<file path="src/include/deb_pkg.sv">
// package: object indices, field layout, reset values and abort codes of the error object bank
package deb_pkg;

	// ----------------------------------------------------------------
	// object addressing: address = {index[15:0], subindex[7:0]}
	// ----------------------------------------------------------------
	localparam int          ADDR_W          = 24;
	localparam logic [15:0] IDX_IDENT       = 16'h1000;
	localparam logic [15:0] IDX_SUMMARY     = 16'h1001;
	localparam logic [15:0] IDX_STACK       = 16'h1003;
	localparam logic [15:0] IDX_IRQ_STATUS  = 16'h2000;
	localparam logic [15:0] IDX_IRQ_MASK    = 16'h2001;
	localparam logic [7:0]  SUB_COUNT       = 8'h00;
	localparam logic [7:0]  SUB_FIRST       = 8'h01;

	// ----------------------------------------------------------------
	// field positions
	// ----------------------------------------------------------------
	localparam int          ID_MOTOR_LSB    = 16;
	localparam int          ENT_NUMBER_LSB  = 24;
	localparam int          ENT_CLASS_LSB   = 16;
	localparam int          SUM_GENERAL     = 0;
	localparam int          SUM_CURRENT     = 1;
	localparam int          SUM_VOLTAGE     = 2;
	localparam int          SUM_TEMP        = 3;
	localparam int          SUM_LINK        = 4;
	localparam int          SUM_PROFILE     = 5;
	localparam int          SUM_SPARE       = 6;
	localparam int          SUM_VENDOR      = 7;
	localparam logic [7:0]  SUM_USED_MASK   = 8'hBF;
	localparam int          IRQ_NEW_ERROR   = 0;
	localparam int          IRQ_DISCARD     = 1;
	localparam int          IRQ_SUMMARY     = 2;
	localparam int          IRQ_W           = 3;

	// ----------------------------------------------------------------
	// reset values, motor type codes and abort codes
	// ----------------------------------------------------------------
	localparam logic [7:0]  SUMMARY_RESET   = 8'h00;
	localparam logic [7:0]  COUNT_RESET     = 8'h00;
	localparam logic [31:0] ENTRY_RESET     = 32'h00000000;
	localparam logic [7:0]  COUNT_MAX       = 8'hFF;
	localparam logic [7:0]  MOTOR_BLDC      = 8'h02;
	localparam logic [7:0]  MOTOR_STEPPER   = 8'h04;
	localparam logic [7:0]  MOTOR_BOTH      = 8'h06;
	localparam logic [31:0] ABORT_EMPTY     = 32'h08000024;
	localparam logic [31:0] ABORT_READ_ONLY = 32'h0000A001;
	localparam logic [31:0] ABORT_NO_OBJECT = 32'h0000A002;
	localparam logic [31:0] ABORT_BAD_VALUE = 32'h0000A003;

	// packs one history entry: number, class, code
	function automatic logic [31:0] deb_pack_entry(input logic [7:0] num, input logic [7:0] cls,
		input logic [15:0] code);
		deb_pack_entry = {num, cls, code};
	endfunction : deb_pack_entry

	// true when address selects a given object index
	function automatic logic deb_is_index(input logic [ADDR_W-1:0] a, input logic [15:0] idx);
		deb_is_index = (a[23:8] == idx);
	endfunction : deb_is_index

endpackage : deb_pkg

</file>
<file path="src/rtl/deb_stack.sv">
// error history stack: newest entry on top, older entries shift down
`timescale 1ns/100ps
module deb_stack
	import deb_pkg::*;
#(
	parameter int DEPTH = 8
) (
	input  wire logic                       mclk,
	input  wire logic                       srst,
	input  wire logic                       ce,
	input  wire logic                       push,
	input  wire logic [31:0]                entry_in,
	input  wire logic [$clog2(DEPTH)-1:0]   rd_pos,
	output logic      [31:0]                rd_entry
);

	// refused at elaboration: the position must fit the 8-bit subindex
	if (DEPTH < 2 || DEPTH > 255) begin : g_bad_depth
		$error("deb_stack: DEPTH out of range");
	end

	logic [31:0] entry [DEPTH];

	// ----------------------------------------------------------------
	// shift on push; the oldest entry falls off the bottom
	// ----------------------------------------------------------------
	always_ff @(posedge mclk) begin
		if (srst) begin
			for (int i = 0; i < DEPTH; i++) begin
				entry[i] <= ENTRY_RESET;
			end
		end else if (ce && push) begin
			entry[0] <= entry_in;
			for (int i = 1; i < DEPTH; i++) begin
				entry[i] <= entry[i-1];
			end
		end
	end

	// position 0 of rd_pos is history entry 1
	assign rd_entry = entry[rd_pos];

	chk_push_top: assert property (@(posedge mclk) disable iff (srst)
		(ce && push) |=> (entry[0] == $past(entry_in)))
		else $error("new entry not on top");

	chk_push_shift: assert property (@(posedge mclk) disable iff (srst)
		(ce && push) |=> (entry[1] == $past(entry[0])) && (entry[DEPTH-1] == $past(entry[DEPTH-2])))
		else $error("stack did not shift down");

	chk_hold_still: assert property (@(posedge mclk) disable iff (srst)
		!(ce && push) |=> $stable(entry[0]) && $stable(entry[DEPTH-1]))
		else $error("stack changed without a push");

endmodule : deb_stack

</file>
<file path="src/rtl/deb_bank.sv">
// error object bank: identification word, error summary, error history and interrupt registers
//
// The strobed register port is this design's own decision.
`timescale 1ns/100ps
// Overview of operation
// - read-only 32-bit identification word, controller type
// - upper half holds motor type code
// - lower 16 bits hold drive profile number
// - read-only 8-bit summary, one bit per class
// - summary bit clears itself when fault gone
// - eight read-only 32-bit history entries, reset zero
// - position zero is read/write 8-bit count
// - entries addressed 1 to 8, newest first
// - new error enters top, older entries shift
// - entry read on empty stack aborts 08000024h
// - writing zero to count restarts counting
// - entry packs number, class and code
module deb_bank
	import deb_pkg::*;
#(
	parameter logic [7:0]  MOTOR_TYPE     = MOTOR_BOTH,
	// arbitrary neutral profile number
	parameter logic [15:0] PROFILE_NUMBER = 16'h0ABC,
	parameter int          DEPTH          = 8
) (
	input  wire logic                mclk,
	input  wire logic                srst,
	input  wire logic                ce,
	input  wire logic [ADDR_W-1:0]   addr,
	input  wire logic [31:0]         wdata,
	input  wire logic                wr,
	input  wire logic                rd,
	output logic      [31:0]         rdata,
	output logic                     resp_abort,
	output logic      [31:0]         abort_code,
	input  wire logic [7:0]          fault_active,
	input  wire logic                err_push,
	input  wire logic [7:0]          err_number,
	input  wire logic [7:0]          err_class,
	input  wire logic [15:0]         err_code,
	output logic      [7:0]          error_summary,
	output logic                     irq
);

	localparam int POS_W = $clog2(DEPTH);

	// refused at elaboration: unknown motor code or a depth the subindex cannot reach
	if (MOTOR_TYPE != MOTOR_BLDC && MOTOR_TYPE != MOTOR_STEPPER && MOTOR_TYPE != MOTOR_BOTH) begin : g_bad_motor
		$error("deb_bank: MOTOR_TYPE must be a documented motor code");
	end
	if (DEPTH < 2 || DEPTH > 255) begin : g_bad_depth
		$error("deb_bank: DEPTH out of range");
	end

	// ----------------------------------------------------------------
	// identification word
	// ----------------------------------------------------------------
	logic [31:0] ident_word;

	// upper byte of the motor half is fixed zero
	assign ident_word = {8'h00, MOTOR_TYPE, PROFILE_NUMBER};

	// ----------------------------------------------------------------
	// address decode
	// ----------------------------------------------------------------
	logic        sel_ident;
	logic        sel_summary;
	logic        sel_count;
	logic        sel_entry;
	logic        sel_status;
	logic        sel_mask;
	logic [7:0]  sub;
	logic [POS_W-1:0] entry_pos;

	assign sub         = addr[7:0];
	assign sel_ident   = deb_is_index(addr, IDX_IDENT) && sub == SUB_COUNT;
	assign sel_summary = deb_is_index(addr, IDX_SUMMARY) && sub == SUB_COUNT;
	assign sel_count   = deb_is_index(addr, IDX_STACK) && sub == SUB_COUNT;
	assign sel_entry   = deb_is_index(addr, IDX_STACK) && sub >= SUB_FIRST && sub <= 8'(DEPTH);
	assign sel_status  = deb_is_index(addr, IDX_IRQ_STATUS) && sub == SUB_COUNT;
	assign sel_mask    = deb_is_index(addr, IDX_IRQ_MASK) && sub == SUB_COUNT;
	assign entry_pos   = POS_W'(sub - SUB_FIRST);

	// ----------------------------------------------------------------
	// error summary
	// ----------------------------------------------------------------
	// fault_active comes from logic on mclk, so no synchroniser; the summary
	// is a live view, so a fault shorter than one cycle may never show
	always_ff @(posedge mclk) begin
		if (srst) begin
			error_summary <= SUMMARY_RESET;
		end else if (ce) begin
			error_summary <= fault_active & SUM_USED_MASK;
		end
	end

	// ----------------------------------------------------------------
	// history stack and error count
	// ----------------------------------------------------------------
	logic [31:0] new_entry;
	logic [31:0] stack_entry;
	logic [7:0]  error_count;
	logic [7:0]  next_error_count;
	logic        count_zero_wr;
	logic        stack_empty;

	assign new_entry     = deb_pack_entry(err_number, err_class, err_code);
	assign count_zero_wr = wr && sel_count && wdata[7:0] == 8'h00 && wdata[31:8] == 24'h000000;
	assign stack_empty   = (error_count == COUNT_RESET);

	deb_stack #(
		.DEPTH    (DEPTH)
	) u_stack (
		.mclk     (mclk),
		.srst     (srst),
		.ce       (ce),
		.push     (err_push),
		.entry_in (new_entry),
		.rd_pos   (entry_pos),
		.rd_entry (stack_entry)
	);

	// a push in the same cycle as a zero write still counts: the restarted
	// count starts at one so the fresh error stays readable
	always_comb begin
		next_error_count = error_count;
		if (count_zero_wr) begin
			next_error_count = COUNT_RESET;
		end
		if (err_push) begin
			if (count_zero_wr) begin
				next_error_count = 8'h01;
			end else if (error_count != COUNT_MAX) begin
				next_error_count = error_count + 8'h01;
			end
		end
	end

	always_ff @(posedge mclk) begin
		if (srst) begin
			error_count <= COUNT_RESET;
		end else if (ce) begin
			error_count <= next_error_count;
		end
	end

	// ----------------------------------------------------------------
	// interrupt status and mask
	// ----------------------------------------------------------------
	logic [IRQ_W-1:0] irq_status;
	logic [IRQ_W-1:0] irq_mask;
	logic [IRQ_W-1:0] irq_event;
	logic [7:0]       summary_prev;

	always_ff @(posedge mclk) begin
		if (srst) begin
			summary_prev <= SUMMARY_RESET;
		end else if (ce) begin
			summary_prev <= error_summary;
		end
	end

	always_comb begin
		irq_event                = '0;
		irq_event[IRQ_NEW_ERROR] = err_push;
		irq_event[IRQ_DISCARD]   = err_push && !count_zero_wr && error_count >= 8'(DEPTH);
		irq_event[IRQ_SUMMARY]   = |(error_summary & ~summary_prev);
	end

	// write one to clear; a new event in the same cycle wins
	always_ff @(posedge mclk) begin
		if (srst) begin
			irq_status <= '0;
		end else if (ce) begin
			irq_status <= (irq_status & ~((wr && sel_status) ? wdata[IRQ_W-1:0] : '0)) | irq_event;
		end
	end

	always_ff @(posedge mclk) begin
		if (srst) begin
			irq_mask <= '0;
		end else if (ce && wr && sel_mask) begin
			irq_mask <= wdata[IRQ_W-1:0];
		end
	end

	assign irq = |(irq_status & irq_mask);

	// ----------------------------------------------------------------
	// read and write answers
	// ----------------------------------------------------------------
	logic        next_abort;
	logic [31:0] next_code;
	logic [31:0] next_rdata;

	always_comb begin
		next_abort = 1'b0;
		next_code  = 32'h00000000;
		next_rdata = 32'h00000000;
		if (rd) begin
			if (sel_ident) begin
				next_rdata = ident_word;
			end else if (sel_summary) begin
				next_rdata = {24'h000000, error_summary};
			end else if (sel_count) begin
				next_rdata = {24'h000000, error_count};
			end else if (sel_entry) begin
				if (stack_empty) begin
					next_abort = 1'b1;
					next_code  = ABORT_EMPTY;
				end else begin
					next_rdata = stack_entry;
				end
			end else if (sel_status) begin
				next_rdata = {{(32-IRQ_W){1'b0}}, irq_status};
			end else if (sel_mask) begin
				next_rdata = {{(32-IRQ_W){1'b0}}, irq_mask};
			end else begin
				next_abort = 1'b1;
				next_code  = ABORT_NO_OBJECT;
			end
		end else if (wr) begin
			if (sel_ident || sel_summary || sel_entry) begin
				next_abort = 1'b1;
				next_code  = ABORT_READ_ONLY;
			end else if (sel_count) begin
				// only zero may be written to the count
				if (!count_zero_wr) begin
					next_abort = 1'b1;
					next_code  = ABORT_BAD_VALUE;
				end
			end else if (!sel_status && !sel_mask) begin
				next_abort = 1'b1;
				next_code  = ABORT_NO_OBJECT;
			end
		end
	end

	// answers stand for one cycle only
	always_ff @(posedge mclk) begin
		if (srst) begin
			rdata      <= 32'h00000000;
			resp_abort <= 1'b0;
			abort_code <= 32'h00000000;
		end else if (ce) begin
			rdata      <= next_rdata;
			resp_abort <= next_abort;
			abort_code <= next_code;
		end
	end

	// ----------------------------------------------------------------
	// checks
	// ----------------------------------------------------------------
	chk_ident_read: assert property (@(posedge mclk) disable iff (srst)
		(ce && rd && sel_ident) |=> (rdata[31:24] == 8'h00) && (rdata[23:16] == MOTOR_TYPE)
			&& (rdata[15:0] == PROFILE_NUMBER) && !resp_abort)
		else $error("identification word read wrong");

	chk_summary_follow: assert property (@(posedge mclk) disable iff (srst)
		(ce && fault_active[SUM_GENERAL]) ##1 (ce && !fault_active[SUM_GENERAL])
			|=> !error_summary[SUM_GENERAL])
		else $error("summary bit did not clear with its fault");

	chk_summary_set: assert property (@(posedge mclk) disable iff (srst)
		ce |=> (error_summary == ($past(fault_active) & SUM_USED_MASK)) && !error_summary[SUM_SPARE])
		else $error("summary does not follow fault classes");

	chk_count_step: assert property (@(posedge mclk) disable iff (srst)
		(ce && err_push && !(wr && sel_count) && error_count != COUNT_MAX)
			|=> error_count == $past(error_count) + 8'h01)
		else $error("count did not step on a new error");

	chk_count_clear: assert property (@(posedge mclk) disable iff (srst)
		(ce && count_zero_wr && !err_push) |=> (error_count == COUNT_RESET) && stack_empty
			&& !resp_abort && rdata == 32'h00000000)
		else $error("zero write did not restart count");

	chk_empty_abort: assert property (@(posedge mclk) disable iff (srst)
		(ce && rd && sel_entry && stack_empty) |=> resp_abort && abort_code == ABORT_EMPTY
			&& rdata == 32'h00000000)
		else $error("empty stack read not aborted");

	chk_entry_newest: assert property (@(posedge mclk) disable iff (srst)
		(ce && err_push) ##1 (ce && rd && addr == {IDX_STACK, SUB_FIRST} && !err_push)
			|=> rdata == $past(new_entry, 2) && !resp_abort)
		else $error("entry 1 is not the newest error");

	chk_entry_pack: assert property (@(posedge mclk) disable iff (srst)
		(ce && err_push) |-> new_entry == ((32'(err_number) << ENT_NUMBER_LSB)
			| (32'(err_class) << ENT_CLASS_LSB) | 32'(err_code)))
		else $error("entry fields packed wrongly");

	chk_ro_refused: assert property (@(posedge mclk) disable iff (srst)
		(ce && wr && (sel_ident || sel_summary || sel_entry))
			|=> resp_abort && abort_code == ABORT_READ_ONLY)
		else $error("write to read-only object not refused");

	chk_irq_source: assert property (@(posedge mclk) disable iff (srst)
		(ce && err_push) |=> irq_status[IRQ_NEW_ERROR])
		else $error("new error did not raise status");

	cov_push_read: cover property (@(posedge mclk) disable iff (srst)
		(ce && err_push) ##[1:4] (ce && rd && sel_entry && !resp_abort));

	cov_overflow: cover property (@(posedge mclk) disable iff (srst)
		ce && irq_event[IRQ_DISCARD]);

	cov_clear_then_abort: cover property (@(posedge mclk) disable iff (srst)
		(ce && count_zero_wr) ##[1:4] (ce && rd && sel_entry) ##1 resp_abort);

	cov_irq: cover property (@(posedge mclk) disable iff (srst) $rose(irq));

endmodule : deb_bank

</file>
<file path="config.mk">
export PLATFORM = sky130hd
export DESIGN_NAME = deb_bank
export DESIGN_NICKNAME = d
export VERILOG_FILES = /design/src/include/deb_pkg.sv /design/src/rtl/deb_stack.sv /design/src/rtl/deb_bank.sv
export SDC_FILE = /design/constraint.sdc
export NUM_CORES = 1
export LEC_CHECK = 0
export BUFFER_PORTS_ARGS = -buffer_cell sky130_fd_sc_hd__buf_2
export CAP_MARGIN = 15
export CORE_MARGIN = 2
export CORE_UTILIZATION = 53
export CTS_CLUSTER_DIAMETER = 50
export DETAILED_ROUTE_END_ITERATION = 12
export GPL_TIMING_DRIVEN = 0
export PLACE_DENSITY = 0.78
export SKIP_CTS_REPAIR_TIMING = 1
export SYNTH_ARGS = -nofsm -noshare
export SYNTH_HDL_FRONTEND = slang
export SYNTH_SLANG_ARGS = --single-unit
</file>
<file path="constraint.sdc">
create_clock -name mclk -period 8.7 [get_ports mclk]
set_clock_uncertainty 0.05 [all_clocks]
set_input_delay 0.435 -clock mclk [delete_from_list [all_inputs] [get_ports mclk]]
set_output_delay 0.435 -clock mclk [all_outputs]
set_load 0.02 [all_outputs]
</file>
Yosys cells after proc, flatten, opt, wreduce, memory -nomap -nowiden --
Memory sizes are Yosys's and may differ from the RTL's. Cells that the tools add are included.
Storage, ports and cells: memories kept 1, memory bits (writable) 256, output and inout bits 74, bits in registers 93, word-level logic and storage cells 114
Operators by class: magnitude comparators 3, reductions and logical operators 28, add/sub/neg operators 2, bitwise operators 14, eq/ne operators 6, mux-type cells 52
Memory list:
- u_stack.entry | words 8, bits a word 32, read ports 8, clocked after memory_dff 0, write ports 8, line deb_stack.sv:22 | logic [31:0] entry [DEPTH];
Operators by type and width (count):
- $mux 32 | 22
- $mux 16 | 4
- $eq 16x13->1 const B | 3
- $eq 16x14->1 const B | 2
- $mux 8 | 4
- $mux 28 | 1
- $logic_not 24->1 | 1
- $logic_not 8->1 | 3
- $mux 1 | 18
- $logic_and 1x1->1 | 17
- $mux 3 | 3
- $add 8x1->8 const B | 1
- $and 8x8->8 | 1
- $ge 8x1->1 const B | 1
- $ge 8x4->1 const B | 1
- $le 8x4->1 const B | 1
- $ne 8x8->1 const B | 1
- $not 8->8 | 1
- $or 1x1->1 | 8
- $reduce_or 8->1 | 1
- $and 3x3->3 | 2
- $logic_not 1->1 | 3
- $not 3->3 | 1
- $or 3x3->3 | 1
- 3 further kinds | 4

Logic depth before layout (Yosys ltp) --
Gate-level depths: netlist of run 1.
depth after elaboration 10, gate-level depth with buffers 12, depth with buffers taken out 8

Hierarchy --
Synthesis of run 1 repeated with hierarchy kept, for this count alone.
Second synthesis, totals: cell total of the unflattened synthesis 1089, area total of the unflattened synthesis 15129.5 um^2
By module, submodules not included:
- deb_stack | area each 11489.8 um^2, times used 1, cells each 656, seq. area each 7687.4 um^2
- deb_bank | area each 3639.7 um^2, times used 1, cells each 433, seq. area each 1301.2 um^2

Least setup slack after synthesis of run 1 --
Ideal clock, no wire load.
kind input to register, from input port srst, to memory u_stack.entry[0][0], enable pin, setup time 0.663 ns, cell stages on the path 4, setup slack 0.595 ns, path buffers 3, data required time 7.987 ns, arrival 7.392 ns, cells stage by stage clkbuf_1 > buf_1 > clkbuf_1 > nand2b_1
RTL lines:
- start, declared | line deb_bank.sv:27 | input wire logic srst,
- end, declared | line deb_stack.sv:22

Worst setup path after layout of run 1 --
from input port addr[0], to register rdata[5]
On the way: cells in the longest elaborated chain, start to end 8, elaborated cells on any way between the ends 16, classes of those cells add/sub: 1; order compare: 2; mux: 6; reduce/logical: 6; memory: 1
Ends and longest elaborated chain:
- start, declared | line deb_bank.sv:29 | input wire logic [ADDR_W-1:0] addr,
- $sub 3x1->3 / $ge 8x1->1 (equally long branches) | line deb_bank.sv:82, deb_bank.sv:79
- $mem_v2 8x32 / $logic_and 1x1->1 (equally long branches)
- $mux 32 / $logic_and 1x1->1 (equally long branches) | line deb_bank.sv:208, deb_bank.sv:79
- $mux 32 | line deb_bank.sv:207 | end else if (sel_entry) begin
- $mux 32 | line deb_bank.sv:205 | end else if (sel_count) begin
- $mux 32 | line deb_bank.sv:203 | end else if (sel_summary) begin
- $mux 32 * | line deb_bank.sv:201 | if (sel_ident) begin
- $mux 32 * | line deb_bank.sv:200 | if (rd) begin
- end signal, assigned | line deb_bank.sv:246 | rdata <= next_rdata;
- end, declared | line deb_bank.sv:33 | output logic [31:0] rdata,
Every way passes the cells marked *; elsewhere a longest branch is shown, timed or not. A chain may end at the register's enable or synchronous reset.

==> results of run 1 <==
flip-flops by register name, summed over array words and instances, names as in the netlist:
name and count:
error_summary 7, u_stack.entry 256, irq_mask 3, summary_prev 7
resp_abort 1, irq_status 3, abort_code 4, rdata 32
error_count 8
through the flow:
stage	cell area (um2)	utilization (%)	power [mW]	TNS [ns]
2_1_floorplan	14590	-	2.036	0
3_3_place_gp	15760	58.63	2.143	-645.72
3_5_place_dp	15870	59.04	2.134	0
4_1_cts	16960	63.10	3.540	0
5_1_grt	16960	63.10	3.630	0
6_report	16960	63.10	3.520	0
per-layer routing:
| metal | track usage, % | up-vias | share of wire, % |
|---|---|---|---|
| met5 | 0 | - | 0 |
| met4 | 7.469 | 0 | 2.8 |
| met3 | 3.988 | 68 | 6.5 |
| met2 | 37.25 | 345 | 48 |
| met1 | 31.09 | 4591 | 43 |
| li1 | - | 4221 | - |
worst register-to-register path: cells and delay by family, from the launching register on:
family | cells | cell delay, ns
buffers and inverters | 1 | 0.43
AO/OA/AOI/OAI | 2 | 0.41
flip-flops | 1 | 0.37
AND/OR/NAND/NOR | 4 | 1.18
cell usage in the layout, fill, tap and decap left out, types with 4 or more instances in the layout:
cell / netlist / routed
a22oi_1: 4 / 4
nor2_1: 39 / 39
dfxtp_1: 65 / 65
nor2b_1: 66 / 66
buf_1: 7 / 7
o211ai_1: 4 / 4
mux2i_1: 50 / 50
or3_1: 5 / 5
ha_1: 4 / 4
o21ai_0: 14 / 14
a21oi_1: 12 / 12
nor4_1: 13 / 13
a211oi_1: 5 / 5
conb_1: 1 / 26
nor3_1: 11 / 11
clkbuf_16: 0 / 36
and2_1: 192 / 192
and3_1: 5 / 5
buf_2: 7 / 154
xor2_1: 5 / 5
mux4_2: 64 / 64
o21ai_1: 20 / 20
buf_4: 29 / 29
nand4_1: 8 / 8
inv_1: 13 / 13
nand2_1: 56 / 56
clkinv_1: 0 / 5
edfxtp_1: 256 / 256
clkbuf_1: 49 / 62
nor3b_1: 4 / 4
where the power goes:
group	switching [mW]	internal (mW)	total, mW
clock	0.592	0.824	1.42
sequential	0.0413	1.75	1.79
combinational	0.172	0.140	0.313
cell families after synthesis:
family / Yosys count / share of synthesized area, %
AOI/OAI and AO/OA: 81 / 3.469
adders and majority gates: 4 / 0.3452
xor gates and xnor gates: 5 / 0.3020
buffers and inverters: 106 / 3.607
DFF: 321 / 61.99
and+or+nand+nor: 418 / 16.71
muxes: 116 / 13.55
other: 1 / 0.02586
final timing paths:
check	start	endpoint
max	addr[0]	rdata[5]
min	fault_active[4]	error_summary[4]
min reg2reg	abort_code[0]	abort_code[0]
max reg2reg	error_count[3]	rdata[12]
final cells by class:
cell class / count / area, um2 / area share [%]
repair buffers: 151 / 838.3 / 4.943
clock inverters: 12 / 101.3 / 0.5976
well taps: 341 / 426.7 / 2.516
clock buffers: 52 / 991.0 / 5.843
inverters: 13 / 48.80 / 0.2877
plain buffers: 93 / 474.2 / 2.796
multi-input cells: 650 / 5090 / 30.01
flip-flops and latches: 321 / 8989 / 53.00
==> flow_summary.ini, run 1 <==
[yosys]
synth-edff-count = 256
avgSynthCellArea_um2 = 13.78
yosys_warnings = 0
synth_common_cells = 256 x edfxtp_1, 192 x and2_1, 66 x nor2b_1
syn_area_mm2 = 0.01450
synth_seq_area_share_pct = 61.99
yosys.area.top_type = edfxtp_1
synth_area_leaders = edfxtp_1 53%, mux4_2 9.9%, dfxtp_1 9.0%
synth_most_common_cell = edfxtp_1
synth_top_area_share_pct = 53.02
postSynthCellCount = 1052
async_flop_share_pct = 0
synth-main-ff-cell = edfxtp_1
synth_cell_types = 59
ys_seq_elements = 321

[clocking]
cts-root-buf = clkbuf_16
htreeDepth = 2
cts.sinks = 321
clk_latency_ns = 0.51
clockBufferDepth = 3
cts_buffers = 35
cts.reportedPaths.clkPinSlew_ns = 0.05
cts_tree = done

[status]
status = complete, no violations

[pwr]
leakagePower_nw = 6.696
power_density_mw_per_mm2 = 207.6
max-vdd-ir-drop_mv = 0.1513

[timing]
layout_min_cycle_time_ns = 4.406
period_share_pct = 50.64
slew_viol_final = 0
fmax_mhz = 227.0
setup_slack_ns = 4.294
rsz0062_at_grt = false
max_slew_margin_pct = 31.99
hold_viol_final = 0
hold_ws_ns = 0.1152
setup_violations = 0
tightest_slew_ns = 1.020

[place]
place.gp.congestion = 0.8995
dp_cells = 1569
io_buffers = 147
pre_cts_ws_ns = 3.637
dp_hpwl_um = 21710

[worst_setup_path]
reg2regPathDepth = 7
startpoint_type = input pin
critPathMaxStageDelay_ns = 0.81
end_kind = register
cp_max_fo = 10
crit_buf_inv = 7
cp.depth = 11
rrSetupSlack_ns = 6.14
critical-path-top-delay-family = buffers and inverters
crit_slowest_cell = buf_1
worstSetupPathType = input pin to register
worst_path_most_repeated_cell = buf_1
path_cells = buf_2 > buf_2 > buf_1 > inv_1 > ha_1 > clkbuf_1 > buf_1 > buf_1 > mux4_2 > mux2i_1 > o21ai_0
worstPathRequired_ns = 9.04
cp.arrival_ns = 4.74

[worst_hold_path]
hold_path_class = input pin to register
holdPathStages = 3

[layout]
drive_gt1_share_pct = 24.15
n_antenna_cell = 0
area_delta_synth_final_pct = 16.96
stdcell_count = 1633
nFillCells = 2036
nNetsFinal = 1371

[global_route]
grt_max_degree = 60
grt_overflow = 0
antenna_found_initial = 0
grt_pass1_vias = 9176
track_usage_pct = 22.70
grt_pass1_wl_um = 50280

[floorplanning]
num_rows = 60
coreArea_mm2 = 0.02688
initial_core_util_pct = 53.95
die_h_um = 169.4
die_area_mm2 = 0.02870
ios = 176
dieWidth_um = 169.4

[detailed_routing]
drc = 0
detail-route-antenna-nets = 0
drt-initial-drc-count = 707
vias_per_cell = 5.649
drt_wl_total_um = 32210
via_count = 9225
dr.pass1.iters = 5
post_drt_wl_per_cell_um = 19.72

[job]
cap_violations = 0
Power figures use the tool's default switching activity.
==> run 2: changes to the inputs <==
--- a/config.mk
+++ b/config.mk
@@ -5,6 +5,7 @@
 export SDC_FILE = /design/constraint.sdc
 export NUM_CORES = 1
 export LEC_CHECK = 0
+export ABC_AREA = 1
 export BUFFER_PORTS_ARGS = -buffer_cell sky130_fd_sc_hd__buf_2
 export CAP_MARGIN = 15
 export CORE_MARGIN = 2
@@ -12,7 +13,7 @@
 export CTS_CLUSTER_DIAMETER = 50
 export DETAILED_ROUTE_END_ITERATION = 12
 export GPL_TIMING_DRIVEN = 0
-export PLACE_DENSITY = 0.78
+export PLACE_DENSITY = 0.77
 export SKIP_CTS_REPAIR_TIMING = 1
 export SYNTH_ARGS = -nofsm -noshare
 export SYNTH_HDL_FRONTEND = slang
==> constraint.sdc (replaced) <==
create_clock -name mclk -period 3.65 [get_ports mclk]
set_clock_uncertainty 0.05 [all_clocks]
set_input_delay 0.1825 -clock mclk [delete_from_list [all_inputs] [get_ports mclk]]
set_output_delay 0.1825 -clock mclk [all_outputs]
set_load 0.02 [all_outputs]
==> run 2 against run 1 <==
Compared with the run above: the flow now finishes with violations (negative hold slack); core utilization grew 0.88 points; final area is 8.3% higher; global-route usage grew 3.0 points; synthesized area up 6.3%; sequential power up 140%; critical endpoint is now rdata[12]; largest cell class unchanged.
==> flow_summary.ini, run 2 <==
[worst_hold_path]
hold_path_class = input pin to register
holdPathStages = 3
worstHoldStart = err_code[0]
hold_end = u_stack.entry[0][0]

[global_route]
grt_pass1_vias = 11694
grt_overflow = 0
grt_max_degree = 133
antenna_found_initial = 1
grt_pass1_wl_um = 61160
track_usage_pct = 25.73

[worst_setup_path]
critical-path-top-delay-family = buffers and inverters
worstPathRequired_ns = 3.98
reg2regPathDepth = 10
startpoint_type = input pin
cp.arrival_ns = 3.76
r2r_start = error_count[1]
crit_buf_inv = 10
crit_slowest_cell = buf_1
worstSetupPathType = input pin to register
end_kind = register
rrSetupSlack_ns = 1.65
cp.depth = 16
critPathMaxStageDelay_ns = 0.57
worst_path_most_repeated_cell = buf_2
r2r-end = error_count[5]
cp_max_fo = 10
path_cells = buf_2 > buf_4 > inv_2 > buf_4 > buf_2 > buf_2 > clkbuf_4 > ha_1 > buf_2 > buf_1 > buf_1 > a21oi_1 > o21ai_0 > nand3_1 > nand4_1 > a21oi_1

[pwr]
clkPwrFrac_pct = 40.2
finalPower_mw = 8.713
combPwrFrac_pct = 10.9
swShare_pct = 25.35
power_density_mw_per_mm2 = 474.4
leakagePower_nw = 7.871
p_seq_share_pct = 48.9
p_int_mw = 6.504
max-vdd-ir-drop_mv = 0.3231
p_sw_mw = 2.209

[status]
status = finished with violations
violations = negative hold slack

[detailed_routing]
vias_per_cell = 5.243
detail-route-antenna-nets = 0
post_drt_wl_per_cell_um = 16.62
drt_wl_total_um = 39930
met2WireLength_um = 18520
drt-initial-drc-count = 1420
via_count = 12599
wl_met1_um = 16370
met3_length_um = 3767
drc = 0
maxUsedRoutingLayer = met5
dr.pass1.iters = 5

[layout]
layout_commonest_cell = inv_1
n_antenna_cell = 0
stdcell_count = 2403
largest_register_ffs = 256
final_cell_mix = 310 x inv_1, 308 x nor2_1, 256 x edfxtp_1, 201 x a21oi_1, 164 x buf_2
top_regs = u_stack.entry x256, rdata x32, error_count x8
area_delta_synth_final_pct = 19.14
top_register = u_stack.entry
nNetsFinal = 2097
drive_gt1_share_pct = 14.51

[timing]
rsz0062_at_grt = false
setup_tns_ns = 0
hold_ws_ns = -0.06147
setup_violations = 0
period_share_pct = 94.13
hold_viol_final = 1
layout_min_cycle_time_ns = 3.436
fmax_mhz = 291.1
tightest_slew_ns = 0.7581
max_slew_margin_pct = 49.46
slew_viol_final = 0
setup_slack_ns = 0.2143

[yosys]
synth-main-ff-cell = edfxtp_1
yosys_warnings = 0
ys_seq_elements = 321
synth_common_cells = 310 x inv_1, 308 x nor2_1, 256 x edfxtp_1
synth_seq_area_share_pct = 58.31
postSynthCellCount = 1737
yosys.area.top_type = edfxtp_1
synth_area_leaders = edfxtp_1 50%, dfxtp_1 8.4%, inv_1 7.5%
synth_most_common_cell = inv_1
synth-edff-count = 256
synth_cell_types = 43
async_flop_share_pct = 0
synth_top_area_share_pct = 49.87
syn_area_mm2 = 0.01541
avgSynthCellArea_um2 = 8.874

[place]
dp_cells = 2295
io_buffers = 147
pre_cts_ws_ns = -0.2747
place.gp.congestion = 0.9024
dp_hpwl_um = 28500

[floorplanning]
die_area_mm2 = 0.03046
ios = 176
num_rows = 62
initial_core_util_pct = 53.71
die_h_um = 174.5
dieWidth_um = 174.5
coreArea_mm2 = 0.02870

[clocking]
cts_tree = done
cts-root-buf = clkbuf_16
htreeDepth = 2
cts.reportedPaths.clkPinSlew_ns = 0.06
clk_latency_ns = 0.52
clockBufferDepth = 3
cts.sinks = 321
cts_buffers = 36

[job]
cap_violations = 0
==> run 2: cell types whose count changed in the layout (fill, tap and decap cells not counted), sizes merged, moves of 50 or more <==
| cell | previous run | this run |
|---|---|---|
| inv | 15 | 320 |
| nor2 | 39 | 315 |
| a21oi | 12 | 204 |
| and2 | 192 | 0 |
| o21ai | 35 | 166 |
| nand2 | 56 | 149 |
| nand3 | 2 | 77 |
| nor2b | 67 | 0 |
| mux4 | 64 | 0 |
| mux2i | 50 | 0 |
==> run 2: through the flow <==
stage          area [um2]  utilization [%]
2_1_floorplan       15520                -
3_3_place_gp        16730            58.30
3_5_place_dp        16800            58.52
4_1_cts             17940            62.51
5_1_grt             18370            63.98
6_report            18370            63.98
==> run 2: worst reg2reg max path, stage by stage, from the launching register on <==
cell	delay, ns
dfxtp_1	0.45
ha_1	0.23
nand2_1	0.08
nor3_1	0.33
nand3_1	0.21
inv_1	0.12
nor2_1	0.09
inv_1	0.10
nor3_1	0.05
xor2_1	0.13
nor2_1	0.05
==> run 2: routing by layer <==
metal  vias to the layer above  track usage [%]
met5                         -                0
met3                        92            5.599
met2                       620            41.68
met1                      5772            34.38
li1                       6113                -
met4                         2            9.132
==> run 2: power by group through the flow <==
stage	Combinational (mW)	Sequential, mW	Clock [mW]
6_report	0.948	4.26	3.51
5_1_grt	1.05	4.28	3.69
3_5_place_dp	0.889	4.33	0
4_1_cts	0.901	4.26	3.54
3_3_place_gp	0.849	4.34	0
2_1_floorplan	0.579	4.32	0
==> run 2: cell families after synthesis <==
logic type | count (synthesis) | synth area share, %
and+or+nand+nor | 577 | 15.84
buffers and inverters | 440 | 12.26
AOI/OAI and AO/OA | 389 | 12.96
DFF | 321 | 58.31
xor gates and xnor gates | 5 | 0.2841
adders and majority gates | 4 | 0.3247
other | 1 | 0.02433
==> run 2: final cells by class <==
| type | count | area, um2 |
|---|---|---|
| Fill cell | 2387 | 10340 |
| Clock buffer | 41 | 940.9 |
| Sequential cell | 321 | 8989 |
| Buffer | 125 | 710.7 |
| Inverter | 315 | 1182 |
| Tap cell | 384 | 480.5 |
| Clock inverter | 25 | 203.9 |
| Timing Repair Buffer | 191 | 1211 |
| Multi-Input combinational cell | 1001 | 4647 |
==> run 2: worst max path at each step <==
stage                                     end     from  slack (ns)
after detailed placement            rdata[16]  addr[0]       -0.27
after floorplan           u_stack.entry[0][0]     srst        0.86
after CTS                           rdata[12]  addr[0]        0.22
after global routing                rdata[12]  addr[0]        0.01
after global placement              rdata[16]  addr[0]       -0.21
final                               rdata[12]  addr[0]        0.21
==> run 3: changes to the inputs <==
--- a/config.mk
+++ b/config.mk
@@ -6,14 +6,14 @@
 export NUM_CORES = 1
 export LEC_CHECK = 0
 export ABC_AREA = 1
-export BUFFER_PORTS_ARGS = -buffer_cell sky130_fd_sc_hd__buf_2
+export BUFFER_PORTS_ARGS = -buffer_cell sky130_fd_sc_hd__buf_4
 export CAP_MARGIN = 15
 export CORE_MARGIN = 2
 export CORE_UTILIZATION = 53
 export CTS_CLUSTER_DIAMETER = 50
 export DETAILED_ROUTE_END_ITERATION = 12
 export GPL_TIMING_DRIVEN = 0
-export PLACE_DENSITY = 0.77
+export PLACE_DENSITY_LB_ADDON = 0.25
 export SKIP_CTS_REPAIR_TIMING = 1
 export SYNTH_ARGS = -nofsm -noshare
 export SYNTH_HDL_FRONTEND = slang
==> run 3 against run 2 <==
Compared with the run above: the run now ends clean; hold slack improved by 0.066 ns; flip-flop and latch count unchanged; combinational power is 4.0% higher; sequential share of layout area fell by 0.92 points; total power down 0.48%; fmax down 0.99%; first-iteration DRC count is 5.8% higher; via count decreased by 0.51%; sequential power barely moved; clock-buffer cell count increased by 2; critical path type unchanged; largest cell class unchanged.
==> flow_summary.ini, run 3 (synthesis results as in run 2) <==
[timing]
rsz0062_at_grt = false
slew_viol_final = 0
hold_viol_final = 0
period_share_pct = 95.07
hold_ws_ns = 0.004985
setup_violations = 0
tightest_slew_ns = 0.8273
layout_min_cycle_time_ns = 3.470
fmax_mhz = 288.2
max_slew_margin_pct = 44.60

[layout]
n_antenna_cell = 0
nNetsFinal = 2099
final_cell_mix = 310 x inv_1, 308 x nor2_1, 256 x edfxtp_1, 201 x a21oi_1, 179 x buf_4
nFillCells = 2385
drive_gt1_share_pct = 14.65
top_regs = u_stack.entry x256, rdata x32, error_count x8
area_delta_synth_final_pct = 21.41
finish.utilization_pct = 65.20
largest_register_ffs = 256
top_register = u_stack.entry
layout_commonest_cell = inv_1

[clocking]
clk_latency_ns = 0.53
cts.sinks = 321
cts.reportedPaths.clkPinSlew_ns = 0.06
cts_tree = done
htreeDepth = 2
cts-root-buf = clkbuf_16
cts_buffers = 37
clockBufferDepth = 3

[worst_setup_path]
worstSetupPathType = input pin to register
end_kind = register
startpoint_type = input pin
worstPathRequired_ns = 3.98
cp_max_fo = 10
cp.arrival_ns = 3.80

[job]
cap_violations = 0

[floorplanning]
die_area_mm2 = 0.03046
ios = 176
die_h_um = 174.5
initial_core_util_pct = 53.71
num_rows = 62
coreArea_mm2 = 0.02870
dieWidth_um = 174.5

[pwr]
power_density_mw_per_mm2 = 463.3
swShare_pct = 25.40
finalPower_mw = 8.671
clkPwrFrac_pct = 39.5
p_seq_share_pct = 49.1
max-vdd-ir-drop_mv = 0.2824
p_sw_mw = 2.202
p_int_mw = 6.469
leakagePower_nw = 7.967
combPwrFrac_pct = 11.4

[global_route]
grt_pass1_vias = 11670
grt_overflow = 0
track_usage_pct = 25.98
grt_max_degree = 135
grt_pass1_wl_um = 61690
antenna_found_initial = 0

[detailed_routing]
drt_wl_total_um = 40000
detail-route-antenna-nets = 0
via_count = 12535
post_drt_wl_per_cell_um = 16.64
drc = 0
dr.pass1.iters = 7
drt-initial-drc-count = 1502
vias_per_cell = 5.214

[place]
dp_hpwl_um = 28590
place.gp.congestion = 0.9055
io_buffers = 147

[worst_hold_path]
hold_path_class = input pin to register

[status]
status = complete, no violations
## run 3: changes by cell type in the layout (fill, tap and decap cells not counted), sizes merged
cell | previous run | this run
clkinv | 15 | 20
inv | 320 | 317
bufinv | 2 | 0
clkinvlp | 3 | 1
buf | 209 | 210
clkbuf | 106 | 107
dlygate4sd3 | 42 | 43
## run 3: path summary, 6_finish.rpt
path / startpoint / end / slack [ns] / depth (start not counted)
setup reg to reg: error_count[1] / error_count[3] / 1.65 / 10
setup / recovery: addr[0] / rdata[12] / 0.18 / 18
hold reg to reg: summary_prev[0] / summary_prev[0] / 0.41 / 2
hold / removal: srst / rdata[27] / 0.005 / 3
## run 3: power by group through the flow
stage / sequential [mW] / clock, mW / combinational (mW)
detailed placement: 4.33 / 0 / 0.926
floorplan: 4.32 / 0 / 0.579
finish: 4.26 / 3.43 / 0.986
global route: 4.28 / 3.60 / 1.09
CTS: 4.26 / 3.47 / 0.933
global placement: 4.34 / 0 / 0.887
## run 3: area by class of cell
class | instances | area, um2 | area share, %
tap | 384 | 480.5 | 2.567
inverter | 315 | 1182 | 6.318
buffer | 125 | 708.2 | 3.784
clock inverter | 23 | 130.1 | 0.6953
clock buffer | 43 | 989.7 | 5.288
timing repair buffer | 192 | 1589 | 8.490
multi-input combinational | 1001 | 4647 | 24.83
sequential | 321 | 8989 | 48.03
## run 3: stage by stage
| stage | setup TNS [ns] | setup WS, ns | instances | cell area [um2] |
|---|---|---|---|---|
| global placement | -13.50 | -0.2238 | 2293 | 17100 |
| finish | 0 | 0.1798 | 2404 | 18720 |
| global route | 0 | 0.01983 | 2404 | 18720 |
| floorplan | 0 | 0.8570 | 1762 | 15520 |
| detailed placement | -3.454 | -0.2910 | 2295 | 17160 |
| CTS | 0 | 0.2249 | 2361 | 18280 |
## run 3: critical path, stage by stage
cell and delay [ns]:
buf_4 0.13, buf_4 0.19, inv_2 0.11, buf_4 0.19, buf_2 0.23, buf_2 0.27
buf_2 0.31, ha_1 0.27, buf_2 0.16, inv_1 0.13, buf_2 0.26, buf_2 0.32
buf_2 0.30, a21oi_1 0.05, o21ai_0 0.15, nand3_1 0.25, nand4_1 0.20, a21oi_1 0.08
## run 3: metal layers
layer	share of wire, %	routed length, um	vias to the layer above	track usage, %
met3	9.6	3842	66	4.921
met4	2.2	899	0	7.674
met1	42	16880	5733	35.92
li1	-	-	6109	-
met5	0	0	-	0
met2	46	18380	627	41.98
